$ cat config.mk
export PLATFORM = sky130hd
export DESIGN_NAME = wwdt_top
export DESIGN_NICKNAME = d
export VERILOG_FILES = /design/src/rtl/wwdt_pkg.sv /design/src/rtl/wwdt_tick_sync.sv /design/src/rtl/wwdt_top.sv /design/src/rtl/wwdt_unlock.sv
export VERILOG_INCLUDE_DIRS = /design/src /design/src/rtl
export SDC_FILE = /design/constraint.sdc
export NUM_CORES = 1
export LEC_CHECK = 0
export BUFFER_PORTS_ARGS = -buffer_cell sky130_fd_sc_hd__clkbuf_2
export CORE_UTILIZATION = 50
export CTS_CLUSTER_SIZE = 8
export DETAILED_ROUTE_END_ITERATION = 8
export GPL_ROUTABILITY_DRIVEN = 1
export HOLD_SLACK_MARGIN = 0.02
export PLACE_DENSITY = 0.74
export REMOVE_ABC_BUFFERS = 1
export SYNTH_ARGS = -nofsm -noshare
export SYNTH_HDL_FRONTEND = slang
export SYNTH_SLANG_ARGS = --single-unit
$ cat constraint.sdc
create_clock -name I_REF_CLK -period 4.6 [get_ports I_REF_CLK]
set_clock_uncertainty 0.2 [all_clocks]
set_input_delay 0.69 -clock I_REF_CLK [delete_from_list [all_inputs] [get_ports I_REF_CLK]]
set_output_delay 0.69 -clock I_REF_CLK [all_outputs]
set_load 0.05 [all_outputs]
$ cat src/rtl/wwdt_consts.svh
/*
 * constants of the windowed watchdog: register offsets, field positions,
 * reset values and tick counts.
 * assumes nothing; included by bare name from every design file except the types package.
 */
`ifndef WWDT_CONSTS_SVH
`define WWDT_CONSTS_SVH

// ----------------------------------------------------------------------
// register map
// ----------------------------------------------------------------------
`define WWDT_CTRL_OFS      2'h0
`define WWDT_STAT_OFS      2'h1
`define WWDT_CTRL_RST      8'h00
`define WWDT_STAT_RST      8'h00

// ----------------------------------------------------------------------
// field positions
// ----------------------------------------------------------------------
`define WWDT_PER_LSB       0
`define WWDT_PER_MSB       3
`define WWDT_WIN_LSB       4
`define WWDT_WIN_MSB       7
`define WWDT_LOCK_BIT      7
`define WWDT_BUSY_BIT      0

// ----------------------------------------------------------------------
// codes and tick counts
// ----------------------------------------------------------------------
`define WWDT_CODE_OFF      4'h0
`define WWDT_CODE_MAX      4'hB
`define WWDT_TICK_HZ       1024
`define WWDT_BASE_TICKS    16'h0008
`define WWDT_SYNC_TICKS    2'h2
`define WWDT_UNLOCK_INSTRS 3'h4

`endif

$ cat src/rtl/wwdt_pkg.sv
/*
 * types of the windowed watchdog: window phase and the state records
 * of each module.
 * assumes the constants header for nothing; holds types only.
 */
package wwdt_pkg;

    // window phase of the counter
    typedef enum logic [1:0] {
        WWDT_IDLE,
        WWDT_CLOSED,
        WWDT_OPEN
    } wwdt_phase_t;

    // state of the tick-domain hand-over
    typedef struct packed {
        logic       busy;
        logic [1:0] cnt;
        logic       done;
    } wwdt_sync_t;

    // state of the unlock window
    typedef struct packed {
        logic       open;
        logic [2:0] cnt;
    } wwdt_unlock_t;

    // state of the watchdog core
    typedef struct packed {
        logic        booted;
        logic [7:0]  ctrl;
        logic        lock;
        logic [7:0]  pend;
        logic [3:0]  act_per;
        logic [3:0]  act_win;
        wwdt_phase_t phase;
        logic        armed;
        logic [15:0] count;
        logic        fired;
        logic        tick_q;
        logic [7:0]  rdata;
    } wwdt_core_t;

endpackage

$ cat src/rtl/wwdt_tick_sync.sv
/*
 * hands a one-cycle request over to the watchdog tick: done pulses in the cycle after
 * the tick that completes the count of sync ticks after the request.
 * assumes i_tick is a one-cycle pulse per watchdog tick.
 */
`timescale 1ns/1ps
`include "wwdt_consts.svh"

module wwdt_tick_sync (
    input  wire logic i_clk,
    input  wire logic i_rst,
    input  wire logic i_req,
    input  wire logic i_tick,
    output logic      o_busy,
    output logic      o_done
);
    wwdt_pkg::wwdt_sync_t st;
    wwdt_pkg::wwdt_sync_t next_st;

    // ------------------------------------------------------------------
    // count ticks while busy; a request while busy merges with it
    // ------------------------------------------------------------------
    always_comb begin
        next_st      = st;
        next_st.done = 1'b0;
        if (st.busy) begin
            if (i_tick) begin
                if (st.cnt == `WWDT_SYNC_TICKS - 2'h1) begin
                    // a request in the closing cycle starts a new hand-over
                    next_st.busy = i_req;
                    next_st.done = 1'b1;
                    next_st.cnt  = 2'h0;
                end else begin
                    next_st.cnt = st.cnt + 2'h1;
                end
            end
        end else if (i_req) begin
            next_st.busy = 1'b1;
            next_st.cnt  = 2'h0;
        end
    end

    // state register
    always_ff @(posedge i_clk or posedge i_rst) begin
        if (i_rst) begin
            st <= '0;
        end else begin
            st <= next_st;
        end
    end

    assign o_busy = st.busy;
    assign o_done = st.done;
endmodule // wwdt_tick_sync

$ cat src/rtl/wwdt_top.sv
/*
 * windowed watchdog timer: control and status registers, protected
 * writes, lock, fuse load at boot, hand-over of control writes and restarts to
 * the watchdog tick, normal and window time-out, debug halt handling.
 * assumes all inputs synchronous to I_REF_CLK; I_WDT_TICK is the slow
 * oscillator level, sampled here and edge detected.
 */
// Functional notes
// non-zero period field enables the watchdog; zero keeps it off.
// non-zero window field selects window mode; zero selects normal mode.
// control register and lock bit accept writes only through unlock.
// fuse loads control at boot; non-zero period also sets lock.
// counter advances on the slow watchdog tick only.
// normal mode resets the system when no restart comes in time.
// each restart clears the counter and starts a fresh period.
// period codes 1 to 11 double from eight ticks; zero off.
// restart during the closed window resets the system.
// open period follows closed period; restart needed within it.
// closed window applies only after the first restart once enabled.
// window codes use the same doubling encoding as period codes.
// lock can only be set; cleared in debug only; freezes control.
// counting continues in sleep while the tick runs.
// debug halt stops the watchdog and clears its counter.
// after debug halt the first closed window is skipped.
// control writes pass to tick domain; sync_pending shows it.
// software must not write control while sync_pending is one.
// restart reaches the counter within two to three ticks.
// unlock key then protected write within four instructions.
// protected write without unlock is ignored.
// sync_pending sets on control write, clears when done, read-only.
// code n gives eight shifted left by n minus one ticks.
`timescale 1ns/1ps
`include "wwdt_consts.svh"

module wwdt_top (
    input  wire logic       I_REF_CLK,
    input  wire logic       I_RST,
    input  wire logic [1:0] I_ADDR,
    input  wire logic [7:0] I_WDATA,
    input  wire logic       I_WR,
    input  wire logic       I_RD,
    output logic      [7:0] O_RDATA,
    input  wire logic       I_UNLOCK_KEY,
    input  wire logic       I_INSTR_RETIRE,
    input  wire logic       I_RESTART,
    input  wire logic       I_WDT_TICK,
    input  wire logic       I_DEBUG_MODE,
    input  wire logic       I_DEBUG_HALT,
    input  wire logic [7:0] I_FUSE_CONFIG,
    output logic            O_SYS_RESET
);
    wwdt_pkg::wwdt_core_t st;
    wwdt_pkg::wwdt_core_t next_st;

    logic tick;
    logic unlock_open;
    logic ctrl_wr;
    logic stat_wr;
    logic ctrl_take;
    logic prot_used;
    logic sync_busy;
    logic sync_done;
    logic rst_done;

    // ------------------------------------------------------------------
    // helpers
    // ------------------------------------------------------------------

    // ticks of a period or window code; reserved codes act as the longest
    function automatic logic [15:0] code_ticks(input logic [3:0] code);
        logic [3:0] c;
        c = (code > `WWDT_CODE_MAX) ? `WWDT_CODE_MAX : code;
        code_ticks = `WWDT_BASE_TICKS << (c - 4'h1);
    endfunction

    // ------------------------------------------------------------------
    // bus decode
    // ------------------------------------------------------------------

    // tick edge and write decode
    assign tick      = I_WDT_TICK & ~st.tick_q;
    assign ctrl_wr   = I_WR && (I_ADDR == `WWDT_CTRL_OFS);
    assign stat_wr   = I_WR && (I_ADDR == `WWDT_STAT_OFS);
    // control write lands only when unlocked, not locked, not syncing
    assign ctrl_take = ctrl_wr && unlock_open && !st.lock && !sync_busy;
    assign prot_used = (ctrl_wr || stat_wr) && unlock_open;

    // ------------------------------------------------------------------
    // sub-blocks
    // ------------------------------------------------------------------

    // change-protection window
    wwdt_unlock u_unlock (
        .i_clk   (I_REF_CLK),
        .i_rst   (I_RST),
        .i_key   (I_UNLOCK_KEY),
        .i_instr (I_INSTR_RETIRE),
        .i_used  (prot_used),
        .o_open  (unlock_open)
    );

    // control write hand-over to the tick
    wwdt_tick_sync u_ctrl_sync (
        .i_clk  (I_REF_CLK),
        .i_rst  (I_RST),
        .i_req  (ctrl_take),
        .i_tick (tick),
        .o_busy (sync_busy),
        .o_done (sync_done)
    );

    // restart hand-over to the tick
    wwdt_tick_sync u_rst_sync (
        .i_clk  (I_REF_CLK),
        .i_rst  (I_RST),
        .i_req  (I_RESTART),
        .i_tick (tick),
        .o_busy (),
        .o_done (rst_done)
    );

    // ------------------------------------------------------------------
    // next state
    // ------------------------------------------------------------------
    always_comb begin
        next_st        = st;
        next_st.tick_q = I_WDT_TICK;

        // boot: load fuse into control and active fields
        if (!st.booted) begin
            next_st.booted  = 1'b1;
            next_st.ctrl    = I_FUSE_CONFIG;
            next_st.act_per = I_FUSE_CONFIG[`WWDT_PER_MSB:`WWDT_PER_LSB];
            next_st.act_win = I_FUSE_CONFIG[`WWDT_WIN_MSB:`WWDT_WIN_LSB];
            next_st.lock    = (I_FUSE_CONFIG[`WWDT_PER_MSB:`WWDT_PER_LSB]
                               != `WWDT_CODE_OFF);
        end

        // protected control write: visible at once, active after sync
        if (ctrl_take) begin
            next_st.ctrl = I_WDATA;
            next_st.pend = I_WDATA;
        end

        // lock: set only, clear only in debug mode, always under unlock
        if (stat_wr && unlock_open) begin
            if (I_WDATA[`WWDT_LOCK_BIT]) begin
                next_st.lock = 1'b1;
            end else if (I_DEBUG_MODE) begin
                next_st.lock = 1'b0;
            end
        end

        // synced fields take effect in the tick domain
        if (sync_done) begin
            next_st.act_per = st.pend[`WWDT_PER_MSB:`WWDT_PER_LSB];
            next_st.act_win = st.pend[`WWDT_WIN_MSB:`WWDT_WIN_LSB];
            // entering window mode: wait for a restart first
            if (st.act_win == `WWDT_CODE_OFF
                && st.pend[`WWDT_WIN_MSB:`WWDT_WIN_LSB] != `WWDT_CODE_OFF) begin
                next_st.armed = 1'b0;
            end
        end

        // ------------------------------------------------------------
        // counter
        // ------------------------------------------------------------
        if (st.act_per == `WWDT_CODE_OFF || I_DEBUG_HALT) begin
            // off or halted: counter cleared, first window skipped
            next_st.count = 16'h0000;
            next_st.phase = wwdt_pkg::WWDT_IDLE;
            next_st.armed = 1'b0;
        end else if (rst_done) begin
            if (st.phase == wwdt_pkg::WWDT_CLOSED) begin
                next_st.fired = 1'b1;
            end else begin
                next_st.count = 16'h0000;
                if (st.act_win != `WWDT_CODE_OFF) begin
                    next_st.phase = wwdt_pkg::WWDT_CLOSED;
                    next_st.armed = 1'b1;
                end else begin
                    next_st.phase = wwdt_pkg::WWDT_OPEN;
                end
            end
        end else begin
            unique case (st.phase)
                wwdt_pkg::WWDT_IDLE: begin
                    // enabled: a normal period runs first
                    next_st.phase = wwdt_pkg::WWDT_OPEN;
                    next_st.count = 16'h0000;
                end
                wwdt_pkg::WWDT_CLOSED: begin
                    if (tick) begin
                        if (st.count + 16'h0001 >= code_ticks(st.act_win)) begin
                            next_st.phase = wwdt_pkg::WWDT_OPEN;
                            next_st.count = 16'h0000;
                        end else begin
                            next_st.count = st.count + 16'h0001;
                        end
                    end
                end
                wwdt_pkg::WWDT_OPEN: begin
                    if (tick) begin
                        if (st.count + 16'h0001 >= code_ticks(st.act_per)) begin
                            next_st.fired = 1'b1;
                        end else begin
                            next_st.count = st.count + 16'h0001;
                        end
                    end
                end
                default: begin
                    next_st.phase = wwdt_pkg::WWDT_IDLE;
                end
            endcase
        end

        // window mode left: no closed window pending
        if (st.act_win == `WWDT_CODE_OFF && st.phase == wwdt_pkg::WWDT_CLOSED) begin
            next_st.phase = wwdt_pkg::WWDT_OPEN;
        end

        // ------------------------------------------------------------
        // read data, valid the cycle after the strobe
        // ------------------------------------------------------------
        next_st.rdata = 8'h00;
        if (I_RD) begin
            unique case (I_ADDR)
                `WWDT_CTRL_OFS: next_st.rdata = st.ctrl;
                `WWDT_STAT_OFS: begin
                    next_st.rdata[`WWDT_LOCK_BIT] = st.lock;
                    next_st.rdata[`WWDT_BUSY_BIT] = sync_busy;
                end
                default: next_st.rdata = 8'h00;
            endcase
        end
    end

    // ------------------------------------------------------------------
    // state register
    // ------------------------------------------------------------------
    always_ff @(posedge I_REF_CLK or posedge I_RST) begin
        if (I_RST) begin
            st       <= '0;
            st.ctrl  <= `WWDT_CTRL_RST;
            st.pend  <= `WWDT_CTRL_RST;
            st.phase <= wwdt_pkg::WWDT_IDLE;
        end else begin
            st <= next_st;
        end
    end

    assign O_RDATA     = st.rdata;
    assign O_SYS_RESET = st.fired; // held until I_RST
endmodule // wwdt_top

$ cat src/rtl/wwdt_unlock.sv
/*
 * change-protection window: opens on the unlock key, stays open for a
 * fixed number of retired instructions or until one protected write.
 * assumes the key and retire inputs are one-cycle pulses.
 */
`timescale 1ns/1ps
`include "wwdt_consts.svh"

module wwdt_unlock (
    input  wire logic i_clk,
    input  wire logic i_rst,
    input  wire logic i_key,
    input  wire logic i_instr,
    input  wire logic i_used,
    output logic      o_open
);
    wwdt_pkg::wwdt_unlock_t st;
    wwdt_pkg::wwdt_unlock_t next_st;

    // ------------------------------------------------------------------
    // window control; a fresh key restarts the count
    // ------------------------------------------------------------------
    always_comb begin
        next_st = st;
        if (i_key) begin
            next_st.open = 1'b1;
            next_st.cnt  = 3'h0;
        end else if (st.open) begin
            if (i_used) begin
                next_st.open = 1'b0;
            end else if (i_instr) begin
                next_st.cnt = st.cnt + 3'h1;
                if (st.cnt + 3'h1 >= `WWDT_UNLOCK_INSTRS) begin
                    next_st.open = 1'b0;
                end
            end
        end
    end

    // state register
    always_ff @(posedge i_clk or posedge i_rst) begin
        if (i_rst) begin
            st <= '0;
        end else begin
            st <= next_st;
        end
    end

    assign o_open = st.open;
endmodule // wwdt_unlock

==> impl_metrics.py <==
metrics = {
    "outcome": {
        "outcome": "finished clean",
    },
    "layout": {
        "syn2layout_area_growth_pct": 12.3,
        "multi_input_area_sq_um": 2090,
        "drive_gt1_frac": 0.136,
        "nFillCells": 658,
        "ff_latch_area_sq_um": 1650,
        "mostFrequentLayoutCells": "nand2_1, dfrtp_1, clkbuf_2",
        "final_cell_area_sq_um": 4340,
        "n_antenna_cell": 0,
        "layout_commonest_cell": "nand2_1",
        "fin_nets": 516,
        "post-route-util": 0.588,
    },
    "logic_synthesis": {
        "synth_top_family_by_area": "simple AND/OR/NAND/NOR gates",
        "synth_xor_area_frac": 0.0386,
        "synth_compound_area_frac": 0.156,
        "synth_fa_ha_area_frac": 0.100,
        "avgSynthCellArea_sq_um": 9.17,
        "synthTopCellsByArea": "dfrtp_1, ha_1, nand2_1",
        "synthArstFlopShare": 1.00,
        "synth_edf_count": 0,
        "synth-simple-area-share": 0.231,
        "synth_top_area_share": 0.428,
        "yosys-mux-area-fraction": 0.0104,
        "syn_inst": 421,
        "ys_seq_elements": 66,
        "seq_area_frac_synth": 0.428,
        "syn_area_sq_um": 3860,
        "yosys_warnings": 0,
        "yosys.area.top_type": "dfrtp_1",
        "synth_flop_cell": "dfrtp_1",
        "synth_cell_types": 49,
    },
    "worst_hold_path": {
        "hold_path.class": "primary input to asynchronous set/reset pin",
    },
    "timing": {
        "rsz0062_at_grt": "false",
        "relSlewSlack": 0.410,
        "hold_viol_final": 0,
        "period_share": 0.843,
        "tns_ps": 0,
        "fin_crit_ps": 3880,
        "final_max_slew_viol_count": 0,
        "tightest_slew_ps": 882,
        "setup_ws_ps": 723,
        "max_freq_mhz": 258,
        "setup_viol": 0,
    },
    "die": {
        "dieArea_sq_um": 8080,
        "initial_utilization": 0.524,
        "num_rows": 31,
        "core-area_sq_um": 7370,
        "die_x_microns": 89.9,
        "io_pins": 37,
        "die_y_microns": 89.9,
    },
    "clock_network": {
        "clk_root_buffer_cell": "clkbuf_8",
        "cts_hold_buf": 0,
        "cts.htree.levels": 3,
        "clockBufferDepth": 2,
        "clock-sinks": 66,
        "clk_latency_ps": 360,
        "clkTransAtPathRegs_ps": 80,
        "cts_made_buffers": 9,
        "cts_tree": "built",
        "cts_setup_buffers": 0,
        "cts-resized-gates": 0,
    },
    "global_route": {
        "grt_pass1_wl_microns": 14400,
        "grt_pass1_vias": 3085,
        "grt.overflow.total": 0,
        "grt_max_degree": 39,
        "antenna_found_initial": 0,
        "grt_usage": 0.223,
    },
    "placed_design": {
        "place_congestion": 0.951,
        "numPortBuffers": 36,
        "dp_hpwl_microns": 6100,
        "place_ws_ps": 753,
        "post_dp_cell_area_sq_um": 4090,
    },
    "power": {
        "p_leak_uw": 0.00202,
        "switching_power_uw": 497,
        "intPower_uw": 1140,
        "p_clk_frac": 0.370,
        "powerDensity_nw_per_um2": 377,
        "power.share.combinational": 0.183,
        "vdd_ir_drop_max_v": 0.000286,
        "switching_share": 0.304,
        "seqPwrFrac": 0.447,
    },
    "route": {
        "vias": 3110,
        "drt_iter0_markers": 170,
        "ant_nets": 0,
        "routed_wl_microns": 8260,
        "routedWlPerCell_microns": 14.7,
        "drc": 0,
        "dr.pass1.iters": 5,
        "via_per_inst": 5.54,
    },
    "critical_path": {
        "max_stage_delay_ps": 490,
        "worstSetupPathType": "register to register",
        "reg2reg_depth": 12,
        "crit_required_ps": 4700,
        "arrival_ps": 3970,
        "timing.critical_path.mode_cell": "nand4_1",
        "worstSetupEndpointType": "register",
        "crit_fanout": 13,
        "crit_chain": "and4_1, nand4_1, or3_1, nor2_1, xor2_1, ha_1, nand4_1, o2111ai_1, nor4_2, a2bb2oi_2, nor2_2, a221o_1",
        "startpoint_type": "register",
        "crit_slowest_cell": "nor2_2",
        "reg2reg_slack_ps": 720,
    },
    "run": {
        "drv_cap": 0,
    },
}
==> cell type report <==
class | count | share of cell area
Multi-Input combinational cell | 333 | 0.482
Inverter | 9 | 0.00779
Tap cell | 99 | 0.0286
Clock buffer | 10 | 0.0294
Clock inverter | 6 | 0.0263
Timing Repair Buffer | 38 | 0.0450
Sequential cell | 66 | 0.381
==> worst max-delay path, delay by kind of cell (launching register included) <==
family          cells  cell delay [ps]
xor+xnor            1              230
fa+ha+maj           1              300
flops               1              450
compound gates      3              610
simple gates        7             2040
==> cells in the mapped netlist, types with 10 or more instances <==
library cell  number
nor2_1            26
nor2b_1           20
ha_1              31
nand3_1           15
dfrtp_1           66
a21oi_1           29
a22o_1            12
o21ai_0           26
nand2_1           74
xnor2_1           10
==> power by group through the flow <==
stage          clock (uW)  sequential (uW)  combinational [uW]
2_1_floorplan           0              742                 203
3_3_place_gp            0              737                 285
3_5_place_dp            0              742                 297
4_1_cts               609              731                 301
5_1_grt               636              743                 341
6_report              605              732                 300
==> final timing paths <==
path / from / end
hold / removal: I_RST / O_RDATA[4]$_DFF_PP0_
hold reg to reg: O_SYS_RESET$_DFFE_PP0P_ / O_SYS_RESET$_DFFE_PP0P_
setup reg to reg: st[15]$_DFFE_PP0P_ / st[22]$_DFFE_PP0P_
max in group asynchronous: I_RST / st[44]$_DFFE_PP0P_
min in group I_REF_CLK: O_SYS_RESET$_DFFE_PP0P_ / O_SYS_RESET$_DFFE_PP0P_
setup / recovery: st[15]$_DFFE_PP0P_ / st[22]$_DFFE_PP0P_
==> per-layer routing <==
| metal | up-vias | GRT usage | share of wire |
|---|---|---|---|
| met3 | 19 | 0.0381 | 0.036 |
| met1 | 1465 | 0.274 | 0.44 |
| met5 | - | 0 | 0 |
| li1 | 1554 | - | - |
| met4 | 0 | 0.0981 | 0.026 |
| met2 | 72 | 0.384 | 0.49 |
==> state kept, by name, summed over array words and instances, names as in the netlist <==
name                flops
st                     45
O_RDATA                 8
u_unlock.st             3
u_ctrl_sync.st          2
u_rst_sync.st           2
O_SYS_RESET             1
u_ctrl_sync.o_busy      1
u_ctrl_sync.o_done      1
u_rst_sync.o_busy       1
u_rst_sync.o_done       1
u_unlock.o_open         1
==> per-stage QoR <==
step | total power (uW) | hold slack, ps | std cells
after floorplan | 945 | 205 | 408
after global placement | 1020 | 226 | 545
after detailed placement | 1040 | 231 | 545
after CTS | 1640 | 255 | 561
after global routing | 1720 | 254 | 561
final | 1640 | 260 | 561
==> kinds of logic after synthesis <==
logic type | Yosys count
and+or+nand+nor | 183
AOI/OAI and AO/OA | 93
DFF | 66
adders and majority gates | 31
buffers and inverters | 26
xor gates and xnor gates | 17
muxes | 4
other | 1
No activity file was read; power rests on OpenSTA's default activity.
